## config.mk

```make
export PLATFORM = sky130hd
export DESIGN_NAME = rpf_patch_top
export DESIGN_NICKNAME = d
export VERILOG_FILES = /design/src/rpf_channel_match.v /design/src/rpf_patch_top.v
export VERILOG_INCLUDE_DIRS = /design/src /design/src/src
export SDC_FILE = /design/constraint.sdc
export NUM_CORES = 1
export LEC_CHECK = 0
export ABC_AREA = 1
export BUFFER_PORTS_ARGS = -buffer_cell sky130_fd_sc_hd__buf_2
export CORE_ASPECT_RATIO = 2
export CORE_MARGIN = 5
export CORE_UTILIZATION = 37
export DETAILED_ROUTE_END_ITERATION = 10
export HOLD_SLACK_MARGIN = 0.15
export PLACE_DENSITY = 0.57
export SYNTH_ARGS = -nofsm -noshare
export SYNTH_HDL_FRONTEND = slang
export SYNTH_SLANG_ARGS = --single-unit
export TNS_END_PERCENT = 30
```

## constraint.sdc

```tcl
create_clock -name clk_sys_i -period 8.98 [get_ports clk_sys_i]
set_input_delay 0.449 -clock clk_sys_i [delete_from_list [all_inputs] [get_ports clk_sys_i]]
set_output_delay 0.449 -clock clk_sys_i [all_outputs]
set_load 0.01 [all_outputs]
```

## src/rpf_consts.vh

```
// Constants for the ROM patch fetch substitution block
`ifndef RPF_CONSTS_VH
`define RPF_CONSTS_VH

// ****************************************
// Register map
// ****************************************
`define RPF_OFS_CONTROL    4'h0
`define RPF_OFS_ADDR_LOW   4'h1
`define RPF_OFS_ADDR_HIGH  4'h2
`define RPF_ADDR_W         4
`define RPF_DATA_W         16

// ****************************************
// Control fields and reset values
// ****************************************
`define RPF_CTL_SEL_LSB    0
`define RPF_CTL_SEL_MSB    1
`define RPF_CTL_EN_LSB     4
`define RPF_CTL_EN_MSB     7
`define RPF_CTL_WMASK      8'hf3
`define RPF_CTL_RESET      8'h00
`define RPF_PTR_RESET      24'h000000

// ****************************************
// Fetch path and substitution codes
// ****************************************
`define RPF_FETCH_AW       24
`define RPF_CHANNELS       4
`define RPF_OPC_BASE       8'hfc
`define RPF_TABLE_BASE     16'h0078

`endif

```

## src/rpf_channel_match.v

```verilog
// One patch channel: address pointer and its comparator
`timescale 1ns/1ps

module rpf_channel_match (
    input  wire        clk_sys_i,
    input  wire        rst_n_i,
    input  wire        load_low_i,
    input  wire        load_high_i,
    input  wire [15:0] wdata_i,
    input  wire [23:0] fetch_addr_i,
    input  wire        enable_i,
    output wire [23:0] pointer_o,
    output wire        hit_o
);

`include "rpf_consts.vh"

    reg [23:0] pointer;

    always @(posedge clk_sys_i or negedge rst_n_i) begin
        if (!rst_n_i) begin
            pointer <= `RPF_PTR_RESET;
        end else begin
            if (load_low_i) begin
                pointer[15:0] <= wdata_i;
            end
            if (load_high_i) begin
                pointer[23:16] <= wdata_i[7:0];
            end
        end
    end

    assign pointer_o = pointer;
    // RULE_02 comparator per access
    assign hit_o = enable_i && (pointer == fetch_addr_i);

endmodule

```

## src/rpf_patch_top.v

```verilog
// ROM patch unit: four pointers substituting table-call opcodes on fetch
//
// How it works
// RULE_01 - Four independent channels each hold one repair address.
// RULE_02 - Every channel compares its address with each internal ROM access address.
// RULE_03 - Matching applies only to opcode fetches from internal ROM, never data reads.
// RULE_04 - On a match the ROM byte is dropped and the table-call opcode is sent instead.
// RULE_05 - Channel 0..3 gives opcode fch, fdh, feh, ffh respectively.
// RULE_06 - The opcodes vector via table entries 0078h, 007ah, 007ch, 007eh.
// RULE_07 - No status flag records that a substitution took place.
// RULE_08 - Software never programs one address into two enabled channels.
// RULE_09 - Software programs the address of an instruction's first opcode byte.
// RULE_10 - Software keeps the four table entries free while patching is used.
// RULE_11 - Control bits 7:4 enable matching for channels 3..0.
// RULE_12 - Control bits 1:0 pick the channel that address writes load.
// RULE_13 - Reset clears the control register, disabling all and selecting channel 0.
`timescale 1ns/1ps

module rpf_patch_top (
    input  wire        clk_sys_i,
    input  wire        resetn_i,
    input  wire [3:0]  reg_addr_i,
    input  wire [15:0] reg_wdata_i,
    input  wire        reg_wr_i,
    input  wire        reg_rd_i,
    output reg  [15:0] reg_rdata_o,
    input  wire [23:0] fetch_addr_i,
    input  wire        fetch_opcode_i,
    input  wire        fetch_rom_i,
    input  wire [7:0]  rom_data_i,
    output reg  [7:0]  fetch_data_o,
    output reg         patch_hit_o,
    output reg  [15:0] patch_vector_o
);

`include "rpf_consts.vh"

    // ****************************************
    // Reset release
    // ****************************************
    reg        rst_meta;
    reg        rst_n;

    always @(posedge clk_sys_i or negedge resetn_i) begin
        if (!resetn_i) begin
            rst_meta <= 1'b0;
            rst_n    <= 1'b0;
        end else begin
            rst_meta <= 1'b1;
            rst_n    <= rst_meta;
        end
    end

    // ****************************************
    // Control register
    // ****************************************
    reg  [7:0] patch_control;
    wire [1:0] patch_channel_select;
    wire [3:0] patch_match_enable;

    assign patch_channel_select = patch_control[`RPF_CTL_SEL_MSB:`RPF_CTL_SEL_LSB];
    assign patch_match_enable   = patch_control[`RPF_CTL_EN_MSB:`RPF_CTL_EN_LSB];

    // RULE_13 reset clears control
    always @(posedge clk_sys_i or negedge rst_n) begin
        if (!rst_n) begin
            patch_control <= `RPF_CTL_RESET;
        end else if (reg_wr_i && reg_addr_i == `RPF_OFS_CONTROL) begin
            patch_control <= reg_wdata_i[7:0] & `RPF_CTL_WMASK;
        end
    end

    // ****************************************
    // Channels
    // ****************************************
    wire [3:0]  hit;
    wire [95:0] pointers;
    wire        wr_low;
    wire        wr_high;
    wire [3:0]  load_low;
    wire [3:0]  load_high;

    // Write strobe routed to one channel only
    function ch_pick;
        input       strobe;
        input [1:0] sel;
        input [1:0] ch;
        begin
            ch_pick = strobe && (sel == ch);
        end
    endfunction

    // RULE_12 selected channel loads
    assign wr_low       = reg_wr_i && (reg_addr_i == `RPF_OFS_ADDR_LOW);
    assign wr_high      = reg_wr_i && (reg_addr_i == `RPF_OFS_ADDR_HIGH);
    assign load_low[0]  = ch_pick(wr_low, patch_channel_select, 2'd0);
    assign load_low[1]  = ch_pick(wr_low, patch_channel_select, 2'd1);
    assign load_low[2]  = ch_pick(wr_low, patch_channel_select, 2'd2);
    assign load_low[3]  = ch_pick(wr_low, patch_channel_select, 2'd3);
    assign load_high[0] = ch_pick(wr_high, patch_channel_select, 2'd0);
    assign load_high[1] = ch_pick(wr_high, patch_channel_select, 2'd1);
    assign load_high[2] = ch_pick(wr_high, patch_channel_select, 2'd2);
    assign load_high[3] = ch_pick(wr_high, patch_channel_select, 2'd3);

    // RULE_01 four channels
    rpf_channel_match u_match_0 (
        .clk_sys_i    (clk_sys_i),
        .rst_n_i      (rst_n),
        .load_low_i   (load_low[0]),
        .load_high_i  (load_high[0]),
        .wdata_i      (reg_wdata_i),
        .fetch_addr_i (fetch_addr_i),
        // RULE_11 per-channel enable
        .enable_i     (patch_match_enable[0]),
        .pointer_o    (pointers[23:0]),
        .hit_o        (hit[0])
    );

    rpf_channel_match u_match_1 (
        .clk_sys_i    (clk_sys_i),
        .rst_n_i      (rst_n),
        .load_low_i   (load_low[1]),
        .load_high_i  (load_high[1]),
        .wdata_i      (reg_wdata_i),
        .fetch_addr_i (fetch_addr_i),
        // RULE_11 per-channel enable
        .enable_i     (patch_match_enable[1]),
        .pointer_o    (pointers[47:24]),
        .hit_o        (hit[1])
    );

    rpf_channel_match u_match_2 (
        .clk_sys_i    (clk_sys_i),
        .rst_n_i      (rst_n),
        .load_low_i   (load_low[2]),
        .load_high_i  (load_high[2]),
        .wdata_i      (reg_wdata_i),
        .fetch_addr_i (fetch_addr_i),
        // RULE_11 per-channel enable
        .enable_i     (patch_match_enable[2]),
        .pointer_o    (pointers[71:48]),
        .hit_o        (hit[2])
    );

    rpf_channel_match u_match_3 (
        .clk_sys_i    (clk_sys_i),
        .rst_n_i      (rst_n),
        .load_low_i   (load_low[3]),
        .load_high_i  (load_high[3]),
        .wdata_i      (reg_wdata_i),
        .fetch_addr_i (fetch_addr_i),
        // RULE_11 per-channel enable
        .enable_i     (patch_match_enable[3]),
        .pointer_o    (pointers[95:72]),
        .hit_o        (hit[3])
    );

    // ****************************************
    // Substitution
    // ****************************************
    // Lowest channel wins; duplicate addresses are a software fault
    function [1:0] first_hit;
        input [3:0] h;
        begin
            first_hit = h[0] ? 2'd0 : h[1] ? 2'd1 : h[2] ? 2'd2 : 2'd3;
        end
    endfunction

    // RULE_05 one opcode per channel
    function [7:0] table_opcode;
        input [1:0] ch;
        begin
            table_opcode = `RPF_OPC_BASE | {6'h00, ch};
        end
    endfunction

    // RULE_06 two bytes per table entry
    function [15:0] table_vector;
        input [1:0] ch;
        begin
            table_vector = `RPF_TABLE_BASE + {13'h0000, ch, 1'b0};
        end
    endfunction

    wire       fetch_ok;
    wire       any_hit;
    wire [1:0] hit_ch;

    // RULE_03 opcode fetch from ROM only
    assign fetch_ok = fetch_opcode_i && fetch_rom_i;
    assign any_hit  = fetch_ok && (hit != 4'h0);
    assign hit_ch   = first_hit(hit);

    // Registered: data reaches the CPU one cycle after the address.
    // RULE_07 hit is a live pulse, not a sticky flag
    always @(posedge clk_sys_i or negedge rst_n) begin
        if (!rst_n) begin
            fetch_data_o   <= 8'h00;
            patch_hit_o    <= 1'b0;
            patch_vector_o <= 16'h0000;
        end else begin
            patch_hit_o <= any_hit;
            // RULE_04 RULE_05 opcode substitution
            if (any_hit) begin
                fetch_data_o <= table_opcode(hit_ch);
            end else begin
                fetch_data_o <= rom_data_i;
            end
            // RULE_06 table entry of the channel
            patch_vector_o <= table_vector(hit_ch);
        end
    end

    // ****************************************
    // Register read
    // ****************************************
    wire [23:0] sel_ptr;

    assign sel_ptr = pointers[patch_channel_select*24 +: 24];

    always @(posedge clk_sys_i or negedge rst_n) begin
        if (!rst_n) begin
            reg_rdata_o <= 16'h0000;
        end else if (reg_rd_i) begin
            case (reg_addr_i)
                `RPF_OFS_CONTROL:   reg_rdata_o <= {8'h00, patch_control};
                `RPF_OFS_ADDR_LOW:  reg_rdata_o <= sel_ptr[15:0];
                `RPF_OFS_ADDR_HIGH: reg_rdata_o <= {8'h00, sel_ptr[23:16]};
                default:            reg_rdata_o <= 16'h0000;
            endcase
        end else begin
            reg_rdata_o <= 16'h0000;
        end
    end

endmodule

```

==> impl_metrics.csv, run 1 <==
group,metric,value,unit
sta,final-setup-viol-count,0,
clocking,cts_tree,"done",
clocking,cts_root_buffer,"clkbuf_16",
setup_path,end_kind,"register",
sta,slew_headroom,0.286,
cells_and_area,antenna_cells,0,
grt,grt_max_degree,70,
cells_and_area,area_growth,17.7,%
cells_and_area,num-fill-cells,1965,
yosys,synth_cell_types,36,
pwr,peakVddDrop,108,uV
pwr,power,1.88,mW
yosys,synthTopCellsByArea,"dfrtp_1 47%, nand2_1 18%, inv_1 6.3%",
clocking,cts_sinks,132,
yosys,synth_top_area_share,0.471,
sta,fin_ws,6.52,ns
setup_path,worstPathMaxFanout,32,
min_path,hold_class,"in2reg",
detailed_routing,drt-vias-per-instance,4.93,
clocking,cts_buffer_depth,2,
clocking,clock_latency,0.42,ns
grt,use_met3,0.0388,
job,maxCapViolations,0,
yosys,yosysWarnings,0,
cells_and_area,final_nets,1076,
floorplanning,fp.dieW,107,microns
placed_design,place_ws,6.60,ns
sta,min_period,2.46,ns
detailed_routing,drc,0,
grt,busiest_layer,"met2",
sta,rsz0062_at_grt,"no",
placed_design,routabilityCongestion,0.950,
floorplanning,fp.dieH,205,microns
floorplanning,die-area,0.0220,sq mm
floorplanning,start_util,0.374,
cells_and_area,final_area,0.00826,sq mm
setup_path,arrival,2.73,ns
placed_design,place_inst,1253,
pwr,p_leak,4.13,nW
detailed_routing,wirelength,23.8,mm
cells_and_area,final_cells,1286,
yosys,syn_area,0.00702,sq mm
cells_and_area,utilization,0.441,
floorplanning,ios,99,
cells_and_area,layout-drive-gt1-share,0.142,
detailed_routing,drtPass1Iterations,5,
clocking,cts_made_buffers,17,
placed_design,hpwl,18.0,mm
sta,finClkSkew,0.00694,ns
yosys,synth_seq_cells,132,
sta,tns,0,ns
grt,grt_pass1_wl,36.2,mm
floorplanning,num_rows,71,
grt,grt_pass1_vias,6271,
grt,use_met1,0.235,
floorplanning,fp.coreArea,0.0187,sq mm
yosys,synth.avg_cell_area,7.46,sq um
sta,slew_viol_final,0,
yosys,synth_seq_area_share,0.471,
grt,grt_usage,0.224,
detailed_routing,ant_nets,0,
setup_path,cp_data_required_time,9.25,ns
placed_design,place_area,0.00760,sq mm
sta,worst_pin_slew,1.07,ns
grt,met2_usage,0.397,
detailed_routing,first_iter_violations,336,
setup_path,crit_type,"reg2reg",
grt,antenna_found_initial,0,
sta,timing.hold.ws,0.203,ns
sta,fmax,406,MHz
setup_path,start_kind,"register",
placed_design,portBuffers,88,
detailed_routing,wire_per_inst,18.5,microns
sta,hold_viol_final,0,
grt,grt_overflow,0,
yosys,yosysTopAreaCell,"dfrtp_1",
sta,fin_crit_sh,0.274,
pwr,powerDensity,228,mW/mm^2
run_status,status,"completed",
clocking,path_clk_slew,0.06,ns
yosys,postSynthCellCount,940,
detailed_routing,num_vias,6343,
clocking,cts-htree-levels,4,
-- state kept, by name, indices dropped and copies added (netlist names) --
name                 cells
u_match_1.pointer_o     24
patch_vector_o           3
rst_meta                 1
reg_rdata_o             16
u_match_2.pointer_o     24
patch_control            6
rst_n                    1
u_match_0.pointer_o     24
fetch_data_o             8
patch_hit_o              1
u_match_3.pointer_o     24
-- final timing paths --
kind                            depth (start not counted)                                   to  slack [ns]                         start
worst max-delay path                                    4  u_match_1.pointer_o[13]$_DFFE_PN0P_        6.52  patch_control[1]$_DFFE_PN0P_
worst min-delay path                                    3            fetch_data_o[7]$_DFF_PN0_        0.20                 rom_data_i[7]
worst max register to register                          4  u_match_1.pointer_o[13]$_DFFE_PN0P_        6.52  patch_control[1]$_DFFE_PN0P_
worst min register to register                          0                      rst_n$_DFF_PN0_        0.36            rst_meta$_DFF_PN0_
max in group asynchronous                               1  u_match_2.pointer_o[17]$_DFFE_PN0P_        7.16               rst_n$_DFF_PN0_
min in group asynchronous                               2                   rst_meta$_DFF_PN0_        0.33                      resetn_i
-- per-layer routing --
metal / part of all wire / vias up
li1: - / 3107
met1: 0.36 / 2912
met2: 0.52 / 244
met3: 0.051 / 80
met4: 0.074 / 0
met5: 0 / -
-- area by class of cell --
| cell class | instances | area [sq um] | share of cell area |
|---|---|---|---|
| inverter | 130 | 488 | 0.0591 |
| timing repair buffer | 93 | 480 | 0.0582 |
| clock buffer | 20 | 447 | 0.0541 |
| multi-input combinational | 644 | 3010 | 0.365 |
| clock inverter | 12 | 204 | 0.0247 |
| sequential | 132 | 3310 | 0.400 |
| tap | 255 | 319 | 0.0386 |
-- placed cells by master, fill, tap and decap left out, types with 3 or more instances in the layout --
cell type  synthesis  layout
clkbuf_16          0      17
conb_1             2      12
o21ai_0           50      50
nor2_4             3       3
a221oi_1          10      10
buf_4             13       4
nand2_1          332     332
o22ai_1            7       7
inv_1            118     118
xnor2_1           26      26
a21oi_1            7       7
dfrtp_1          132     131
buf_2             25      88
nand3_1           11      11
nor2_1            58      58
clkinv_4           0       5
bufinv_16          0       5
inv_2             12      12
o21ai_1           78      78
o221ai_1           4       4
xor2_1             3       3
a22oi_1           21      21
-- cell usage after synthesis (all sizes together) --
cell type / n
and2: 1
buf: 38
nand4: 1
a31oi: 1
a32oi: 2
o221ai: 4
a221oi: 10
dfrtp: 132
o2111ai: 1
a21oi: 7
xnor2: 26
o22ai: 7
nand2: 334
nand3: 11
nor3: 4
nor2: 63
a22oi: 22
conb: 2
xor2: 3
o21ai: 128
inv: 130
nor4: 2
clkbuf: 6
o31ai: 2
a21boi: 2
or2: 1
-- kinds of logic (layout without fill, tap and decap cells) --
group	Yosys count	after routing	synth area share
DFF	132	132	0.471
and+or+nand+nor	417	417	0.234
other	2	12	0.00107
buffers and inverters	174	255	0.105
xor gates and xnor gates	29	29	0.0362
AOI/OAI and AO/OA	186	186	0.153
-- what timing repair did --
item,4_1_cts,5_1_grt
setup buffers,0,0
hold buffers,1,0
endpoints found under the hold margin,2,0
gates resized for setup,0,0
-- worst max-delay path, stage by stage (launching register included) --
cell	delay (ns)
dfrtp_1	0.50
nor2_4	0.64
nand2_1	0.82
nand2_1	0.24
o21ai_1	0.08
-- power by group --
group          internal [mW]  switching (mW)  leakage [nW]
combinational          0.124           0.221          2.07
clock                  0.501           0.271         0.318
sequential             0.670          0.0954          1.75
Power figures use the tool's default switching activity.
==> run 2: changes to the inputs <==
--- a/config.mk
+++ b/config.mk
@@ -13,7 +13,7 @@
 export CORE_UTILIZATION = 37
 export DETAILED_ROUTE_END_ITERATION = 10
 export HOLD_SLACK_MARGIN = 0.15
-export PLACE_DENSITY = 0.57
+export PLACE_DENSITY = 0.59
 export SYNTH_ARGS = -nofsm -noshare
 export SYNTH_HDL_FRONTEND = slang
 export SYNTH_SLANG_ARGS = --single-unit
==> constraint.sdc (replaced) <==
create_clock -name clk_sys_i -period 2.2 [get_ports clk_sys_i]
set_input_delay 0.11 -clock clk_sys_i [delete_from_list [all_inputs] [get_ports clk_sys_i]]
set_output_delay 0.11 -clock clk_sys_i [all_outputs]
set_load 0.01 [all_outputs]
==> impl_metrics.csv, run 2 (synthesis results as in run 1) <==
group,metric,value,unit
cells_and_area,layout-drive-gt1-share,0.148,
cells_and_area,antenna_cells,0,
placed_design,place_inst,1263,
cells_and_area,mostFrequentLayoutCells,"332 x nand2_1, 131 x dfrtp_1, 118 x inv_1",
cells_and_area,final_cells,1322,
setup_path,crit_type,"reg2reg",
cells_and_area,area_growth,23.0,%
min_path,holdPathStages,3,
setup_path,crit_slowest_cell,"nor2_4",
setup_path,end_kind,"register",
sta,slew_headroom,0.540,
setup_path,cp_data_required_time,2.48,ns
sta,tns,0,ns
pwr,peakVddDrop,441,uV
sta,fmax,517,MHz
pwr,power_frac_seq,0.393,
detailed_routing,wire_per_inst,19.2,microns
detailed_routing,drtPass1Iterations,6,
sta,finClkSkew,0.0123,ns
sta,final-setup-viol-count,0,
pwr,p_leak,4.30,nW
detailed_routing,ant_nets,0,
min_path,hold_path_startpoint,"reg_wdata_i[6]",
pwr,p_sw_frac,0.315,
detailed_routing,drc,0,
clocking,cts_tree,"done",
floorplanning,die-area,0.0220,sq mm
floorplanning,start_util,0.374,
clocking,cts-htree-levels,4,
clocking,postCtsSetupRepairBufs,0,
job,maxCapViolations,0,
setup_path,cp_cell_sequence,"nor2_4, nand2_1, nand2_1, o21ai_1",
sta,min_period,1.93,ns
grt,grt_max_degree,131,
grt,grt_pass1_wl,38.3,mm
setup_path,reg2reg_depth,4,
setup_path,reg2reg_from,"patch_control[1]$_DFFE_PN0P_",
cells_and_area,utilization,0.460,
floorplanning,fp.dieW,107,microns
min_path,hold_path_end,"u_match_3.pointer_o[6]$_DFFE_PN0P_",
setup_path,cp_common_cell,"nand2_1",
floorplanning,ios,99,
cells_and_area,final_nets,1112,
clocking,cts_sinks,132,
clocking,path_clk_slew,0.06,ns
detailed_routing,num_vias,6625,
placed_design,portBuffers,88,
sta,fin_crit_sh,0.879,
sta,rsz0062_at_grt,"no",
clocking,cts_buffer_depth,2,
clocking,cts_root_buffer,"clkbuf_16",
grt,grt_overflow,0,
floorplanning,num_rows,71,
pwr,comb_power_share,0.194,
detailed_routing,drt-vias-per-instance,5.01,
setup_path,r2r_slack,0.27,ns
placed_design,routabilityCongestion,0.966,
pwr,internal-power,5.45,mW
floorplanning,fp.dieH,205,microns
setup_path,r2r_end,"u_match_0.pointer_o[18]$_DFFE_PN0P_",
sta,hold_viol_final,0,
run_status,status,"completed",
detailed_routing,first_iter_violations,444,
cells_and_area,final_common_cell,"nand2_1",
pwr,power_switching,2.51,mW
placed_design,hpwl,18.8,mm
setup_path,arrival,2.22,ns
floorplanning,fp.coreArea,0.0187,sq mm
grt,grt_pass1_vias,6496,
pwr,clockPowerShare,0.414,
cells_and_area,num-fill-cells,1909,
grt,antenna_found_initial,0,
sta,worst_pin_slew,0.690,ns
setup_path,start_kind,"register",
clocking,cts_made_buffers,17,
min_path,hold_class,"in2reg",
pwr,powerDensity,922,mW/mm^2
setup_path,crit_path_max_incr_delay,0.52,ns
grt,grt_usage,0.237,
setup_path,worstPathMaxFanout,18,
clocking,clock_latency,0.43,ns
detailed_routing,wirelength,25.4,mm
sta,slew_viol_final,0,
run 2: cell types whose count changed in the layout (fill, tap and decap cells not counted), sizes merged:
cell / delta
clkbuf: +1
dlygate4sd3: +26
clkinv: -6
clkinvlp: +3
buf: +10
inv: +2
run 2: timing repair:
action,4_1_cts,5_1_grt
endpoints found under the setup margin,0,0
hold buffers,27,0
endpoints found under the hold margin,77,0
gates resized for setup,0,0
run 2: worst max-delay path by stage:
stage / depth (start not counted) / slack [ns] / from / end
floorplan: 0 / 0.004 / rst_n$_DFF_PN0_ / fetch_data_o[0]$_DFF_PN0_
global route: 5 / 0.17 / patch_control[1]$_DFFE_PN0P_ / u_match_3.pointer_o[18]$_DFFE_PN0P_
finish: 4 / 0.27 / patch_control[1]$_DFFE_PN0P_ / u_match_0.pointer_o[18]$_DFFE_PN0P_
detailed placement: 4 / 0.31 / patch_control[1]$_DFFE_PN0P_ / u_match_0.pointer_o[22]$_DFFE_PN0P_
global placement: 4 / 0.35 / patch_control[1]$_DFFE_PN0P_ / u_match_0.pointer_o[16]$_DFFE_PN0P_
CTS: 4 / 0.29 / patch_control[1]$_DFFE_PN0P_ / u_match_0.pointer_o[18]$_DFFE_PN0P_
run 2: through the flow:
step	power [mW]	hold WS, ns	instance area, sq um	setup WS [ns]
after floorplan	4.00	-0.186	7060	0.00359
after global placement	4.62	-0.105	7680	0.347
after detailed placement	4.63	-0.104	7680	0.306
after CTS	7.97	0.152	8630	0.290
after global routing	8.30	0.163	8630	0.173
final	7.96	0.145	8630	0.266
run 2: worst max-delay path: cells and delay by family, from the launching register on:
family             cells  cell delay (ns)
DFF                    1             0.49
and+or+nand+nor        3             1.21
AOI/OAI and AO/OA      1             0.09
run 2: power by group through the flow:
stage / clock, mW / sequential [mW] / combinational (mW)
global placement: 0 / 3.15 / 1.47
floorplan: 0 / 3.03 / 0.967
detailed placement: 0 / 3.15 / 1.48
CTS: 3.33 / 3.11 / 1.53
finish: 3.29 / 3.13 / 1.54
global route: 3.44 / 3.15 / 1.71
run 2: per-layer routing:
| metal | vias up | global-route usage | wire length [microns] |
|---|---|---|---|
| met5 | - | 0 | 0 |
| met4 | 0 | 0.141 | 1500 |
| met3 | 75 | 0.0281 | 1120 |
| li1 | 3177 | - | - |
| met1 | 3094 | 0.259 | 9300 |
| met2 | 279 | 0.431 | 13500 |
run 2: final cells by class:
cell class | instances | area (sq um) | share of cell area
tap | 255 | 319 | 0.0370
clock buffer | 21 | 480 | 0.0557
sequential | 132 | 3310 | 0.383
multi-input combinational | 644 | 3010 | 0.349
timing repair buffer | 129 | 828 | 0.0960
inverter | 130 | 488 | 0.0565
clock inverter | 11 | 195 | 0.0226
==> run 3: changes to the inputs <==
--- a/config.mk
+++ b/config.mk
@@ -14,6 +14,7 @@
 export DETAILED_ROUTE_END_ITERATION = 10
 export HOLD_SLACK_MARGIN = 0.15
 export PLACE_DENSITY = 0.59
+export REMOVE_ABC_BUFFERS = 1
 export SYNTH_ARGS = -nofsm -noshare
 export SYNTH_HDL_FRONTEND = slang
 export SYNTH_SLANG_ARGS = --single-unit
==> constraint.sdc (replaced) <==
create_clock -name clk_sys_i -period 1.6 [get_ports clk_sys_i]
set_input_delay 0.08 -clock clk_sys_i [delete_from_list [all_inputs] [get_ports clk_sys_i]]
set_output_delay 0.08 -clock clk_sys_i [all_outputs]
set_load 0.01 [all_outputs]
==> impl_metrics.csv, run 3 (synthesis results as in run 1) <==
group,metric,value,unit
run_status,status,"completed",
floorplanning,ios,99,
sta,tns,0,ns
sta,fin_crit_sh,0.968,
cells_and_area,final_nets,1171,
floorplanning,start_util,0.374,
cells_and_area,mostFrequentLayoutCells,"314 x nand2_1, 128 x dfrtp_1, 114 x inv_1",
setup_path,start_kind,"register",
setup_path,r2r_end,"fetch_data_o[0]$_DFF_PN0_",
setup_path,cp_data_required_time,1.96,ns
clocking,cts_made_buffers,17,
clocking,path_clk_slew,0.06,ns
placed_design,portBuffers,88,
min_path,hold_path_startpoint,"reg_addr_i[0]",
floorplanning,fp.dieW,107,microns
setup_path,reg2reg_from,"u_match_1.pointer_o[20]$_DFFE_PN0P_",
clocking,cts_buffer_depth,2,
min_path,hold_class,"in2reg",
sta,slew_viol_final,0,
setup_path,reg2reg_depth,9,
floorplanning,num_rows,71,
sta,min_period,1.55,ns
grt,grt_usage,0.239,
detailed_routing,drtPass1Iterations,5,
clocking,cts_tree,"done",
grt,grt_pass1_vias,6893,
setup_path,crit_type,"reg2reg",
cells_and_area,area_growth,32.4,%
pwr,peakVddDrop,617,uV
detailed_routing,drc,0,
sta,rsz0062_at_grt,"yes",
min_path,holdPathStages,4,
sta,fmax,646,MHz
cells_and_area,layout-drive-gt1-share,0.232,
detailed_routing,wire_per_inst,18.5,microns
setup_path,r2r_slack,0.05,ns
clocking,clock_latency,0.43,ns
sta,hold_viol_final,0,
cells_and_area,num-fill-cells,1880,
clocking,cts_sinks,132,
detailed_routing,first_iter_violations,468,
floorplanning,die-area,0.0220,sq mm
setup_path,arrival,1.91,ns
sta,timing.hold.ws,0.215,ns
detailed_routing,num_vias,6787,
min_path,hold_path_end,"reg_rdata_o[4]$_DFF_PN0_",
job,maxCapViolations,0,
pwr,power,10.7,mW
cells_and_area,final_common_cell,"nand2_1",
cells_and_area,utilization,0.496,
floorplanning,fp.dieH,205,microns
floorplanning,fp.coreArea,0.0187,sq mm
clocking,cts_root_buffer,"clkbuf_16",
setup_path,end_kind,"register",
detailed_routing,drt-vias-per-instance,4.91,
placed_design,hpwl,19.3,mm
pwr,p_leak,4.66,nW
detailed_routing,wirelength,25.5,mm
clocking,cts-htree-levels,4,
sta,final-setup-viol-count,0,
sta,finClkSkew,0.00921,ns
pwr,powerDensity,1150,mW/mm^2
placed_design,routabilityCongestion,0.963,
setup_path,worstPathMaxFanout,3,
grt,antenna_found_initial,1,
detailed_routing,ant_nets,0,
grt,grt_max_degree,81,
grt,grt_pass1_wl,38.7,mm
grt,grt_overflow,0,
[run 3: cell count changes in the layout (fill, tap and decap cells not counted), moves of 4 or more]
cell / previous run / this run
nand2_2: 2 / 17
o21ai_1: 78 / 82
nor2_2: 2 / 6
buf_12: 1 / 8
nand2_1: 332 / 314
xnor2_2: 0 / 9
nor2_1: 58 / 53
xnor2_1: 26 / 17
o21ai_0: 50 / 46
buf_4: 13 / 62
inv_1: 118 / 114
[run 3: worst max path at each step]
stage	slack, ns	to	cells after the start	start
after floorplan	-2.35	fetch_data_o[0]$_DFF_PN0_	0	rst_n$_DFF_PN0_
after global placement	-0.08	reg_rdata_o[7]$_DFF_PN0_	6	patch_control[1]$_DFFE_PN0P_
after detailed placement	-0.05	reg_rdata_o[6]$_DFF_PN0_	7	patch_control[1]$_DFFE_PN0P_
after CTS	0.006	reg_rdata_o[0]$_DFF_PN0_	7	patch_control[0]$_DFFE_PN0P_
after global routing	-0.07	fetch_data_o[0]$_DFF_PN0_	11	u_match_2.pointer_o[12]$_DFFE_PN0P_
final	0.05	fetch_data_o[0]$_DFF_PN0_	9	u_match_1.pointer_o[20]$_DFFE_PN0P_
[run 3: what timing repair did]
action	CTS	global route
setup buffers	0	7
pin swaps	2	31
cloned	0	0
resized for setup	12	49
hold buffers	29	0
setup endpoints to repair	12	14
endpoints found under the hold margin	115	0
[run 3: where the power goes]
group | switching, mW | internal (mW)
clock | 1.59 | 2.35
sequential | 0.450 | 3.76
combinational | 1.48 | 1.10
total | 3.52 | 7.21
[run 3: metrics by stage]
stage | instances | instance area [sq um] | setup slack, ns
after floorplan | 906 | 6800 | -2.35
after global placement | 1313 | 8150 | -0.0812
after detailed placement | 1313 | 8150 | -0.0530
after CTS | 1374 | 9090 | 0.00622
after global routing | 1382 | 9290 | -0.0654
final | 1382 | 9290 | 0.0515
[run 3: layout make-up]
cell class	instances	area, sq um	area share
Clock inverter	14	153	0.0164
Sequential cell	132	3310	0.356
Timing Repair Buffer	188	1370	0.147
Multi-Input combinational cell	644	3200	0.344
Clock buffer	18	439	0.0473
Tap cell	255	319	0.0343
Antenna cell	1	2.50	0.000269
Inverter	130	500	0.0539
[run 3: critical path, cell delays in order (launching register included)]
cell     delay (ns)
dfrtp_1        0.42
xnor2_2        0.20
nand3_2        0.18
nor3_2         0.22
nand2_1        0.11
nand2_2        0.10
nand2_4        0.06
nand2_4        0.10
nand2_1        0.05
nand2_1        0.05
[run 3: per-layer routing]
layer / up-vias / part of all wire / global-route usage
met2: 265 / 0.53 / 0.435
li1: 3294 / - / -
met5: - / 0 / 0
met3: 85 / 0.052 / 0.0372
met4: 0 / 0.065 / 0.153
met1: 3143 / 0.35 / 0.249
